`config.mk`:
```
export PLATFORM = sky130hd
export DESIGN_NAME = usbef_event_flags
export DESIGN_NICKNAME = d
export VERILOG_FILES = /design/src/design/usbef_pkg.sv /design/src/design/usbef_line_mon.sv /design/src/design/usbef_xact_chk.sv /design/src/design/usbef_event_flags.sv
export SDC_FILE = /design/constraint.sdc
export NUM_CORES = 1
export LEC_CHECK = 0
export ABC_AREA = 1
export BUFFER_PORTS_ARGS = -buffer_cell sky130_fd_sc_hd__buf_2
export CAP_MARGIN = 20
export CORE_ASPECT_RATIO = 0.8
export CORE_UTILIZATION = 46
export CTS_BUF_LIST = sky130_fd_sc_hd__clkbuf_8 sky130_fd_sc_hd__clkbuf_16
export CTS_CLUSTER_SIZE = 20
export DETAILED_ROUTE_END_ITERATION = 8
export GPL_TIMING_DRIVEN = 1
export PLACE_DENSITY = 0.73
export SKIP_CTS_REPAIR_TIMING = 1
export SLEW_MARGIN = 20
export SYNTH_ARGS = -nofsm -noshare
export SYNTH_HDL_FRONTEND = slang
export SYNTH_SLANG_ARGS = --single-unit
```
`constraint.sdc`:
```
create_clock -name pclk -period 1.6 [get_ports pclk]
set_clock_uncertainty 0.2 [all_clocks]
set_input_delay 0.24 -clock pclk [delete_from_list [all_inputs] [get_ports pclk]]
set_output_delay 0.24 -clock pclk [all_outputs]
set_load 0.02 [all_outputs]
```
`src/design/usbef_pkg.sv`:
```
package usbef_pkg;

    // Bus map.
    localparam int          APB_ADDR_W   = 12;
    localparam logic [11:0] ADDR_IRQ_EN  = 12'h000;
    localparam logic [11:0] ADDR_STATUS  = 12'h004;
    localparam logic [11:0] ADDR_CLEAR   = 12'h008;
    localparam logic [31:0] STATUS_RESET = 32'h0000_0000;
    localparam logic [31:0] IRQ_EN_RESET = 32'h0000_0000;

    // Status bit positions.
    localparam int BIT_LINE_RESET       = 31;
    localparam int BIT_LINE_SUSPEND     = 30;
    localparam int BIT_LINE_RESUME      = 29;
    localparam int BIT_SOF              = 26;
    localparam int BIT_CTRL_TOKEN_SEEN  = 24;
    localparam int BIT_CTRL_SETUP_DONE  = 23;
    localparam int BIT_CTRL_IN_ACKED    = 22;
    localparam int BIT_CTRL_OUT_ACKED   = 21;
    localparam int BIT_CTRL_IN_STALLED  = 20;
    localparam int BIT_CTRL_OUT_STALLED = 19;
    localparam int BIT_SETUP_BAD        = 18;
    localparam int BIT_HOST_TIMEOUT     = 17;
    localparam int BIT_DATA_ACKED_LO    = 8;
    localparam int BIT_DATA_REFUSED_LO  = 0;
    localparam int DATA_EPS             = 4;

    // Field masks of the status and enable words.
    localparam logic [31:0] STATUS_MASK    = 32'hE5FE_0F0F;
    localparam logic [31:0] CLEAR_MASK     = 32'hA5FE_0F0F;
    localparam logic [31:0] LINE_IRQ_MASK  = 32'hE000_0000;
    localparam logic [31:0] XFER_IRQ_MASK  = 32'h00F8_0F00;
    localparam logic [31:0] QUIET_MASK     = 32'h0106_0000;
    localparam logic [31:0] IRQ_EN_MASK    = 32'hE000_001F;

    // Interrupt enable bit positions.
    localparam int IE_LINE     = 31;
    localparam int IE_SOF      = 30;
    localparam int IE_XFER     = 29;
    localparam int IE_DATA_ACK = 4;
    localparam int IE_NAK_LO   = 0;

    // Timing.
    localparam int CLK_NS         = 50;
    localparam int SE0_MIN_NS     = 2500;
    localparam int IDLE_MIN_MS    = 3;
    localparam int RESP_MAX_NS    = 1400;
    localparam int SE0_CNT_W      = 7;
    localparam int LINE_CNT_W     = 20;
    localparam int RESP_CNT_W     = 6;
    localparam logic [SE0_CNT_W-1:0] SE0_CYC =
        SE0_CNT_W'((SE0_MIN_NS + CLK_NS - 1) / CLK_NS);
    localparam logic [LINE_CNT_W-1:0] IDLE_CYC_DEF =
        LINE_CNT_W'(IDLE_MIN_MS * 1000000 / CLK_NS);
    localparam logic [RESP_CNT_W-1:0] RESP_CYC =
        RESP_CNT_W'(RESP_MAX_NS / CLK_NS);
    localparam logic [6:0] SETUP_BYTES = 7'h08;

    typedef enum logic {MON_ACTIVE, MON_SUSPENDED} usbef_mon_e;

endpackage

```
`src/design/usbef_line_mon.sv`:
```
`timescale 1ns/1ns
module usbef_line_mon
    import usbef_pkg::*;
#(
    parameter logic [LINE_CNT_W-1:0] IDLE_CYC = IDLE_CYC_DEF
) (
    // Clock and reset.
    input  wire logic pclk,
    input  wire logic presetn,
    // Line pins.
    input  wire logic usb_dp,
    input  wire logic usb_dm,
    // Line events.
    output logic      line_reset_evt,
    output logic      line_suspend_evt,
    output logic      line_resume_evt,
    output logic      line_wake
);

    logic                  dp_meta, dp_sync, dm_meta, dm_sync;
    logic [SE0_CNT_W-1:0]  se0_cnt;
    logic [LINE_CNT_W-1:0] idle_cnt;
    usbef_mon_e            mon;
    logic                  se0, idle, kst;

    always_ff @(posedge pclk or negedge presetn) begin
        if (!presetn) begin
            dp_meta <= 1'b0;
            dp_sync <= 1'b0;
            dm_meta <= 1'b0;
            dm_sync <= 1'b0;
        end else begin
            dp_meta <= usb_dp;
            dp_sync <= dp_meta;
            dm_meta <= usb_dm;
            dm_sync <= dm_meta;
        end
    end

    assign se0  = !dp_sync && !dm_sync;
    assign idle = dp_sync && !dm_sync;
    assign kst  = !dp_sync && dm_sync;

    // The counter saturates one past the limit so one SE0 gives one event.
    always_ff @(posedge pclk or negedge presetn) begin
        if (!presetn) begin
            se0_cnt        <= '0;
            line_reset_evt <= 1'b0;
        end else begin
            line_reset_evt <= se0 && se0_cnt == SE0_CYC;
            if (!se0)
                se0_cnt <= '0;
            else if (se0_cnt <= SE0_CYC)
                se0_cnt <= se0_cnt + 1'b1;
        end
    end

    always_ff @(posedge pclk or negedge presetn) begin
        if (!presetn) begin
            mon              <= MON_ACTIVE;
            idle_cnt         <= '0;
            line_suspend_evt <= 1'b0;
            line_resume_evt  <= 1'b0;
            line_wake        <= 1'b0;
        end else begin
            line_suspend_evt <= 1'b0;
            line_resume_evt  <= 1'b0;
            line_wake        <= 1'b0;
            case (mon)
                MON_ACTIVE: begin
                    if (!idle) begin
                        idle_cnt <= '0;
                    end else if (idle_cnt == IDLE_CYC) begin
                        mon              <= MON_SUSPENDED;
                        line_suspend_evt <= 1'b1;
                        idle_cnt         <= '0;
                    end else begin
                        idle_cnt <= idle_cnt + 1'b1;
                    end
                end
                MON_SUSPENDED: begin
                    if (!idle) begin
                        mon             <= MON_ACTIVE;
                        line_wake       <= 1'b1;
                        line_resume_evt <= kst;
                    end
                end
                default: mon <= MON_ACTIVE;
            endcase
        end
    end

    a_reset_length: assert property (
        @(posedge pclk) disable iff (!presetn)
        line_reset_evt |-> se0_cnt == SE0_CYC + 1'b1 && $past(se0, 2))
        else $error("reset flag without full SE0 length");

endmodule

```
`src/design/usbef_xact_chk.sv`:
```
`timescale 1ns/1ns
module usbef_xact_chk
    import usbef_pkg::*;
(
    // Clock and reset.
    input  wire logic       pclk,
    input  wire logic       presetn,
    // Setup payload report.
    input  wire logic       setup_data_end,
    input  wire logic [6:0] setup_byte_cnt,
    input  wire logic       setup_pid_data0,
    // IN handshake tracking.
    input  wire logic       in_data_sent,
    input  wire logic       host_ack_rx,
    // Error events.
    output logic            setup_bad_evt,
    output logic            host_timeout_evt
);

    logic                  armed;
    logic [RESP_CNT_W-1:0] resp_cnt;

    always_ff @(posedge pclk or negedge presetn) begin
        if (!presetn)
            setup_bad_evt <= 1'b0;
        else
            setup_bad_evt <= setup_data_end &&
                (setup_byte_cnt != SETUP_BYTES || !setup_pid_data0);
    end

    // A new IN packet restarts the wait; an ACK in the last cycle still counts.
    always_ff @(posedge pclk or negedge presetn) begin
        if (!presetn) begin
            armed            <= 1'b0;
            resp_cnt         <= '0;
            host_timeout_evt <= 1'b0;
        end else begin
            host_timeout_evt <= 1'b0;
            if (in_data_sent) begin
                armed    <= 1'b1;
                resp_cnt <= '0;
            end else if (armed) begin
                if (host_ack_rx) begin
                    armed <= 1'b0;
                end else if (resp_cnt == RESP_CYC - 1'b1) begin
                    armed            <= 1'b0;
                    host_timeout_evt <= 1'b1;
                end else begin
                    resp_cnt <= resp_cnt + 1'b1;
                end
            end
        end
    end

    a_setup_good: assert property (
        @(posedge pclk) disable iff (!presetn)
        setup_data_end && setup_byte_cnt == SETUP_BYTES && setup_pid_data0
        |=> !setup_bad_evt)
        else $error("good setup payload flagged as bad");

    a_timeout_delay: assert property (
        @(posedge pclk) disable iff (!presetn)
        host_timeout_evt |-> $past(in_data_sent, 29))
        else $error("timeout not at the response limit");

endmodule

```
`src/design/usbef_event_flags.sv`:
```
`timescale 1ns/1ns
//////////////////////////////////////////////////////////////////////////////
// How it works
// - Flag bus reset after long SE0.
// - Flag suspend after long idle line.
// - Flag resume seen while suspended.
// - Flag every received start of frame.
// - Flag control setup token, never interrupting.
// - Flag completed control setup transaction.
// - Flag control IN acknowledged by host.
// - Flag control OUT acknowledged.
// - Flag control IN ended with stall.
// - Flag control OUT ended with stall.
// - Flag malformed setup payload, no interrupt.
// - Flag missing host ACK, no interrupt.
// - Per data endpoint ACK completion flags.
// - Per data endpoint NAK flags.
// - Status word read only, zero after reset.
// - Line enable passes reset, suspend, resume.
// - Transfer enable passes control setup done, ACK and stall flags and data endpoint ACKs, not NAKs.
// - Clear bits written zero change nothing.
//////////////////////////////////////////////////////////////////////////////
module usbef_event_flags
    import usbef_pkg::*;
#(
    parameter logic [LINE_CNT_W-1:0] IDLE_CYC = IDLE_CYC_DEF
) (
    // Clock and reset.
    input  wire logic                  pclk,
    input  wire logic                  presetn,
    // APB slave.
    input  wire logic                  psel,
    input  wire logic                  penable,
    input  wire logic                  pwrite,
    input  wire logic [APB_ADDR_W-1:0] paddr,
    input  wire logic [31:0]           pwdata,
    input  wire logic [3:0]            pstrb,
    output logic [31:0]                prdata,
    output logic                       pready,
    output logic                       pslverr,
    // Line pins.
    input  wire logic                  usb_dp,
    input  wire logic                  usb_dm,
    // Transaction events from the serial engine.
    input  wire logic                  sof_rx,
    input  wire logic                  ctrl_token_seen,
    input  wire logic                  ctrl_setup_done,
    input  wire logic                  ctrl_in_acked,
    input  wire logic                  ctrl_out_acked,
    input  wire logic                  ctrl_in_stalled,
    input  wire logic                  ctrl_out_stalled,
    input  wire logic [DATA_EPS-1:0]   data_ep_acked,
    input  wire logic [DATA_EPS-1:0]   data_ep_refused,
    // Setup payload and IN handshake reports.
    input  wire logic                  setup_data_end,
    input  wire logic [6:0]            setup_byte_cnt,
    input  wire logic                  setup_pid_data0,
    input  wire logic                  in_data_sent,
    input  wire logic                  host_ack_rx,
    // Interrupt.
    output logic                       usb_irq
);

    //////////////////////////////////////////////////////////////////////////
    // Helpers.

    function automatic logic flag_next(input logic cur, input logic set,
                                       input logic clr);
        flag_next = set || (cur && !clr);
    endfunction

    function automatic logic [31:0] lane_bits(input logic [3:0] strb);
        lane_bits = {{8{strb[3]}}, {8{strb[2]}}, {8{strb[1]}}, {8{strb[0]}}};
    endfunction

    function automatic logic reg_hit(input logic [APB_ADDR_W-1:0] addr,
                                     input logic [APB_ADDR_W-1:0] offs);
        reg_hit = addr == offs;
    endfunction

    //////////////////////////////////////////////////////////////////////////
    // Event sources.

    logic line_reset_evt, line_suspend_evt, line_resume_evt, line_wake;
    logic setup_bad_evt, host_timeout_evt;

    usbef_line_mon #(
        .IDLE_CYC         (IDLE_CYC)
    ) u_line_mon (
        .pclk             (pclk),
        .presetn          (presetn),
        .usb_dp           (usb_dp),
        .usb_dm           (usb_dm),
        .line_reset_evt   (line_reset_evt),
        .line_suspend_evt (line_suspend_evt),
        .line_resume_evt  (line_resume_evt),
        .line_wake        (line_wake)
    );

    usbef_xact_chk u_xact_chk (
        .pclk             (pclk),
        .presetn          (presetn),
        .setup_data_end   (setup_data_end),
        .setup_byte_cnt   (setup_byte_cnt),
        .setup_pid_data0  (setup_pid_data0),
        .in_data_sent     (in_data_sent),
        .host_ack_rx      (host_ack_rx),
        .setup_bad_evt    (setup_bad_evt),
        .host_timeout_evt (host_timeout_evt)
    );

    //////////////////////////////////////////////////////////////////////////
    // Bus decode.

    logic        access, wr_irq_en, wr_status, wr_clear, mapped;
    logic [31:0] fw_clear;

    assign access    = psel && penable;
    assign mapped    = reg_hit(paddr, ADDR_IRQ_EN) ||
                       reg_hit(paddr, ADDR_STATUS) ||
                       reg_hit(paddr, ADDR_CLEAR);
    assign wr_irq_en = access && pwrite && reg_hit(paddr, ADDR_IRQ_EN);
    assign wr_status = access && pwrite && reg_hit(paddr, ADDR_STATUS);
    assign wr_clear  = access && pwrite && reg_hit(paddr, ADDR_CLEAR);
    assign pready    = 1'b1;
    assign pslverr   = access && !mapped;

    // Only ones in strobed lanes clear; zeros leave their flags alone.
    assign fw_clear = wr_clear ? (pwdata & lane_bits(pstrb) & CLEAR_MASK)
                               : 32'h0000_0000;

    //////////////////////////////////////////////////////////////////////////
    // Event flags.

    logic [31:0] event_status_reg;
    logic [31:0] set_vec;
    logic [31:0] clr_vec;

    always_comb begin
        set_vec                       = 32'h0000_0000;
        set_vec[BIT_LINE_RESET]       = line_reset_evt;
        set_vec[BIT_LINE_SUSPEND]     = line_suspend_evt;
        set_vec[BIT_LINE_RESUME]      = line_resume_evt;
        set_vec[BIT_SOF]              = sof_rx;
        set_vec[BIT_CTRL_TOKEN_SEEN]  = ctrl_token_seen;
        set_vec[BIT_CTRL_SETUP_DONE]  = ctrl_setup_done;
        set_vec[BIT_CTRL_IN_ACKED]    = ctrl_in_acked;
        set_vec[BIT_CTRL_OUT_ACKED]   = ctrl_out_acked;
        set_vec[BIT_CTRL_IN_STALLED]  = ctrl_in_stalled;
        set_vec[BIT_CTRL_OUT_STALLED] = ctrl_out_stalled;
        set_vec[BIT_SETUP_BAD]        = setup_bad_evt;
        set_vec[BIT_HOST_TIMEOUT]     = host_timeout_evt;
        set_vec[BIT_DATA_ACKED_LO +: DATA_EPS]   = data_ep_acked;
        set_vec[BIT_DATA_REFUSED_LO +: DATA_EPS] = data_ep_refused;
    end

    // The suspend flag has no firmware clear; it drops when the line wakes.
    always_comb begin
        clr_vec                   = fw_clear;
        clr_vec[BIT_LINE_SUSPEND] = line_wake;
    end

    // Status writes reach no flag; only events and the clear word do.
    genvar gi;
    generate
        for (gi = 0; gi < 32; gi++) begin : g_flag
            if (STATUS_MASK[gi]) begin : g_live
                always_ff @(posedge pclk or negedge presetn) begin
                    if (!presetn)
                        event_status_reg[gi] <= STATUS_RESET[gi];
                    else
                        event_status_reg[gi] <= flag_next(
                            event_status_reg[gi], set_vec[gi],
                            clr_vec[gi]);
                end
            end else begin : g_rsvd
                assign event_status_reg[gi] = 1'b0;
            end
        end
    endgenerate

    //////////////////////////////////////////////////////////////////////////
    // Interrupt enable and request.

    logic [31:0] irq_en;
    logic        line_hit, sof_hit, xfer_hit, ack_hit, nak_hit;

    always_ff @(posedge pclk or negedge presetn) begin
        if (!presetn)
            irq_en <= IRQ_EN_RESET;
        else if (wr_irq_en)
            irq_en <= ((irq_en & ~lane_bits(pstrb)) |
                       (pwdata & lane_bits(pstrb))) & IRQ_EN_MASK;
    end

    assign line_hit = irq_en[IE_LINE] &&
                      |(event_status_reg & LINE_IRQ_MASK);
    assign sof_hit  = irq_en[IE_SOF] && event_status_reg[BIT_SOF];
    assign xfer_hit = irq_en[IE_XFER] &&
                      |(event_status_reg & XFER_IRQ_MASK);
    assign ack_hit  = irq_en[IE_DATA_ACK] &&
                      |event_status_reg[BIT_DATA_ACKED_LO +: DATA_EPS];
    assign nak_hit  = |(event_status_reg[BIT_DATA_REFUSED_LO +: DATA_EPS] &
                        irq_en[IE_NAK_LO +: DATA_EPS]);

    // Registered so the interrupt line never glitches on flag updates.
    always_ff @(posedge pclk or negedge presetn) begin
        if (!presetn)
            usb_irq <= 1'b0;
        else
            usb_irq <= line_hit || sof_hit || xfer_hit || ack_hit || nak_hit;
    end

    //////////////////////////////////////////////////////////////////////////
    // Read data.

    // Loaded in the setup cycle, so a flag set during the access phase
    // shows on the next read rather than tearing this one.
    always_ff @(posedge pclk or negedge presetn) begin
        if (!presetn) begin
            prdata <= 32'h0000_0000;
        end else if (psel && !penable && !pwrite) begin
            if (reg_hit(paddr, ADDR_IRQ_EN))
                prdata <= irq_en;
            else if (reg_hit(paddr, ADDR_STATUS))
                prdata <= event_status_reg;
            else
                prdata <= 32'h0000_0000;
        end
    end

    //////////////////////////////////////////////////////////////////////////
    // Checks.

    a_reset_zero: assert property (
        @(posedge pclk) $rose(presetn) |-> event_status_reg == STATUS_RESET)
        else $error("status not zero after reset");

    a_rsvd_zero: assert property (
        @(posedge pclk) disable iff (!presetn)
        (event_status_reg & ~STATUS_MASK) == 32'h0000_0000)
        else $error("reserved status bit set");

    a_status_write: assert property (
        @(posedge pclk) disable iff (!presetn)
        wr_status && set_vec == 32'h0000_0000 && !line_wake
        |=> $stable(event_status_reg))
        else $error("status write changed a flag");

    a_reset_flag: assert property (
        @(posedge pclk) disable iff (!presetn)
        line_reset_evt ##1 !(wr_clear && pwdata[BIT_LINE_RESET])
        |-> event_status_reg[BIT_LINE_RESET])
        else $error("bus reset flag not held");

    a_suspend_flag: assert property (
        @(posedge pclk) disable iff (!presetn)
        line_suspend_evt |=> event_status_reg[BIT_LINE_SUSPEND])
        else $error("suspend flag not set");

    a_resume_flag: assert property (
        @(posedge pclk) disable iff (!presetn)
        line_resume_evt |=> event_status_reg[BIT_LINE_RESUME] &&
                            !event_status_reg[BIT_LINE_SUSPEND])
        else $error("resume flag not set");

    a_sof_set_wins: assert property (
        @(posedge pclk) disable iff (!presetn)
        sof_rx && wr_clear |=> event_status_reg[BIT_SOF])
        else $error("frame event lost to clear");

    a_ctrl_flags: assert property (
        @(posedge pclk) disable iff (!presetn)
        ctrl_setup_done || ctrl_in_acked || ctrl_out_acked
        |=> |(event_status_reg & 32'h00E0_0000))
        else $error("control transaction flag missing");

    a_stall_flags: assert property (
        @(posedge pclk) disable iff (!presetn)
        ctrl_in_stalled || ctrl_out_stalled
        |=> (!$past(ctrl_in_stalled) ||
             event_status_reg[BIT_CTRL_IN_STALLED]) &&
            (!$past(ctrl_out_stalled) ||
             event_status_reg[BIT_CTRL_OUT_STALLED]))
        else $error("stall flags missing");

    a_data_acked: assert property (
        @(posedge pclk) disable iff (!presetn)
        data_ep_acked[2] |=> event_status_reg[BIT_DATA_ACKED_LO + 2])
        else $error("endpoint ACK flag missing");

    a_data_refused: assert property (
        @(posedge pclk) disable iff (!presetn)
        data_ep_refused[3] |=> event_status_reg[BIT_DATA_REFUSED_LO + 3])
        else $error("endpoint NAK flag missing");

    a_clear_one: assert property (
        @(posedge pclk) disable iff (!presetn)
        wr_clear && pstrb[3] && pwdata[BIT_CTRL_TOKEN_SEEN] &&
        !ctrl_token_seen |=> !event_status_reg[BIT_CTRL_TOKEN_SEEN])
        else $error("clear did not drop flag");

    a_clear_zero: assert property (
        @(posedge pclk) disable iff (!presetn)
        wr_clear && !pwdata[BIT_CTRL_IN_ACKED] &&
        event_status_reg[BIT_CTRL_IN_ACKED]
        |=> event_status_reg[BIT_CTRL_IN_ACKED])
        else $error("zero bit cleared a flag");

    a_quiet_flags: assert property (
        @(posedge pclk) disable iff (!presetn)
        (event_status_reg & ~QUIET_MASK) == 32'h0000_0000 |=> !usb_irq)
        else $error("quiet flag raised interrupt");

    a_line_irq: assert property (
        @(posedge pclk) disable iff (!presetn)
        irq_en[IE_LINE] && event_status_reg[BIT_LINE_RESUME] |=> usb_irq)
        else $error("line event did not interrupt");

    a_nak_gated: assert property (
        @(posedge pclk) disable iff (!presetn)
        (event_status_reg & ~32'h0000_000F) == 32'h0000_0000 &&
        irq_en[IE_NAK_LO +: DATA_EPS] == 4'h0 |=> !usb_irq)
        else $error("NAK flag interrupted without its enable");

endmodule

```
==> summary.md <==
| Metric | Value |
|---|---|
| Largest net degree at the start of global routing | `39` |
| Post-Syn Area | `4890 sq um` |
| WL/cell | `12.75 microns` |
| Row count | `33` |
| Worst Tran Pin Value | `0.6274 ns` |
| Crit-path slowest cell | `dfrtp_1` |
| Minimum clock period | `1.678 ns` |
| Initial antenna violation count | `0` |
| MaxCap Viol Count | `0` |
| Global-route wire length before repair | `19400 microns` |
| Root Buffer | `clkbuf_16` |
| Area share of the largest cell type after synthesis | `0.4862` |
| Clk sinks | `95` |
| Clock edge transition at the registers on the reported setup and hold paths | `0.07 ns` |
| Final Cycle Share | `1.049` |
| DRT Wirelength | `12160 microns` |
| HPWL Detailed | `8838 microns` |
| Final nets | `895` |
| Ant. Diodes | `0` |
| Syn Inst Count | `635` |
| Met2 Use GR | `0.3833` |
| Synth area leader | `dfrtp_1` |
| Max_slew headroom | `0.5813` |
| Grt ovf | `0` |
| DR vias/cell | `4.939` |
| Most used cell, CP | `nand2_2` |
| Yosys warnings | `0` |
| Filler instances | `872` |
| Ports | `116` |
| DRC violation count after routing | `0` |
| Worst hold path type | `in2reg` |
| Worst VDD drop | `0.4225 mV` |
| Synth async-reset ratio | `1.000` |
| Yosys cell types | `38` |
| Failing checks | `hold timing, setup timing` |
| DIE HEIGHT | `94.22 microns` |
| Core Region | `10280 sq um` |
| Nature of the critical path endpoint | `flop` |
| Number of synthesized flops with an enable pin | `0` |
| Number of flip-flops in the largest register | `21` |
| GP Congestion | `0.8789` |
| Clk_lat worst skew | `0.34 ns` |
| GR Util All Layers | `0.2273` |
| Met1 GRT Util | `0.2891` |
| Synth top area cells | `dfrtp_1 49%, nand2_1 15%, inv_1 6.1%, nand3_1 5.7%, nor2_1 5.1%` |
| Placed Cells | `902` |
| Critical Path AT | `1.75 ns` |
| Grt peak-use layer | `met2` |
| Setup TNS | `-0.1406 ns` |
| Antenna-violating nets left | `0` |
| Min-Delay Path Depth | `3` |
| Non-filler cells in the finished layout | `954` |
| Register area share after synthesis | `0.4862` |
| Mapped Avg Cell Area | `7.700 sq um` |
| Layout area overhead | `35.80%` |
| Final hold violation count | `2` |
| CP Max Fanout | `3` |
| Pwr dens | `755.8 nW/um^2` |
| #FFs+latches synth | `95` |
| Critical Path, Cell by Cell | `ha_2, nand2_2, nor2_4, nand2_2, buf_4, o21bai_1, nand4_1, nand2_1` |
| TritonCTS buffer count | `9` |
| Setup Viol. Count Final | `4` |
| Hold WS | `-0.02632 ns` |
| Via count | `4712` |
| Share of post-route cells with drive strength above 1 | `0.2666` |
| Status | `finished, violations left` |
| Starting DRT DRC Count | `241` |
| CTS tree | `yes` |
| Critical Setup Path Class | `reg2reg` |
| Die W | `117.3 microns` |
| Number of global-route vias before repair | `4372` |
| Starting Density | `0.4756` |
| Max H-tree Level | `3` |
| Die area | `11050 sq um` |
| Pre-antenna DRT Iters | `5` |
| Leak | `3.311 nW` |
| RSZ-0062 raised after global routing | `true` |
| R2R depth | `8` |
| Post-synth top flop | `dfrtp_1` |
| Final Max Slew Viols | `0` |
| Startpoint type of the worst setup path | `flop` |
| Worst endpoint required time | `1.68 ns` |
| Final worst-path setup slack | `-0.07770 ns` |
| Fmax | `596.1 MHz` |
| Grt met3 use | `0.04516` |
| Final core utilization | `0.6459` |
| Port Buf Inserts | `92` |
| Slowest stage delay, CP | `0.41 ns` |
| Clock tree buffer depth | `2` |
-- area by class of cell --
class	count	area [sq um]	share of cell area
repair buffers	176	1236	0.1862
well taps	140	175.2	0.02638
multi-input cells	446	2271	0.3420
clock buffers	10	239.0	0.03599
flip-flops and latches	95	2377	0.3580
clock inverters	6	37.54	0.005653
inverters	81	304.0	0.04579
-- critical path, delay by kind of cell (launching register included) --
kind | cells | cell delay [ns]
AO/OA/AOI/OAI | 1 | 0.12
adder cells (fa/ha/maj) | 1 | 0.22
buffers and inverters | 1 | 0.14
flip-flops | 1 | 0.41
AND/OR/NAND/NOR | 5 | 0.52
-- metal layers --
layer	vias to the layer above	routed length, microns
met1	2227	5439
met4	0	192
met3	16	648
met2	135	5883
li1	2334	-
met5	-	0
-- kinds of logic after synthesis --
family | share of synthesized area
compound gates | 0.06244
simple gates | 0.3298
flops | 0.4862
other cells | 0.001536
buf+inv | 0.09289
fa+ha+maj | 0.01279
xor+xnor | 0.01433
-- per-stage QoR --
step	total power, W	setup WS, ns	area (sq um)
after global routing	0.005218	-0.1445	6640
after detailed placement	0.002956	-0.1382	5856
after floorplan	0.002728	0.006934	4952
after CTS	0.004936	-0.1852	6132
final	0.005019	-0.07770	6640
after global placement	0.002940	-0.04839	5856
-- Yosys cell counts, types with 2 or more instances --
master / n
o21bai_1: 4
dfrtp_1: 95
o21ai_0: 27
o31ai_1: 2
nand2_1: 196
nor2_2: 3
xnor2_1: 2
nor3_1: 11
inv_1: 79
nand3_1: 56
inv_2: 2
xor2_1: 6
ha_1: 5
buf_4: 13
buf_2: 6
nand4_1: 16
nor3_2: 3
conb_1: 2
nor2_1: 67
clkbuf_1: 3
nand2_2: 2
nand3b_1: 2
a21oi_1: 4
o21ai_1: 15
-- path summary, 6_finish.rpt --
kind	startpoint	to	slack [ns]
min in group asynchronous	presetn	prdata[10]	0.14
max reg2reg	u_line_mon.idle_cnt[1]	u_line_mon.idle_cnt[12]	-0.08
min reg2reg	u_line_mon.dm_meta	u_line_mon.dm_sync	0.16
max	u_line_mon.idle_cnt[1]	u_line_mon.idle_cnt[12]	-0.08
min	pwdata[30]	flop	-0.03
max in group asynchronous	presetn	u_line_mon.se0_cnt[5]	0.55
-- report_power, final --
part	total [W]	internal, W	switching (W)
clock	0.00199	0.00109	0.000896
combinational	0.000572	0.000266	0.000306
sequential	0.00246	0.00243	0.0000276
-- cells in the final DEF (no fill, tap or decap), types with 11 or more instances in the layout --
cell type,netlist,layout
buf_2,6,89
nand3_1,56,51
nor2_1,67,53
nor2_2,3,11
nand4_1,16,16
nand2_1,196,189
inv_1,79,78
dfrtp_1,95,95
o21ai_0,27,24
conb_1,2,12
dlygate4sd3_1,0,29
o21ai_1,15,18
buf_4,13,50
(Power assumes the default switching activity.)
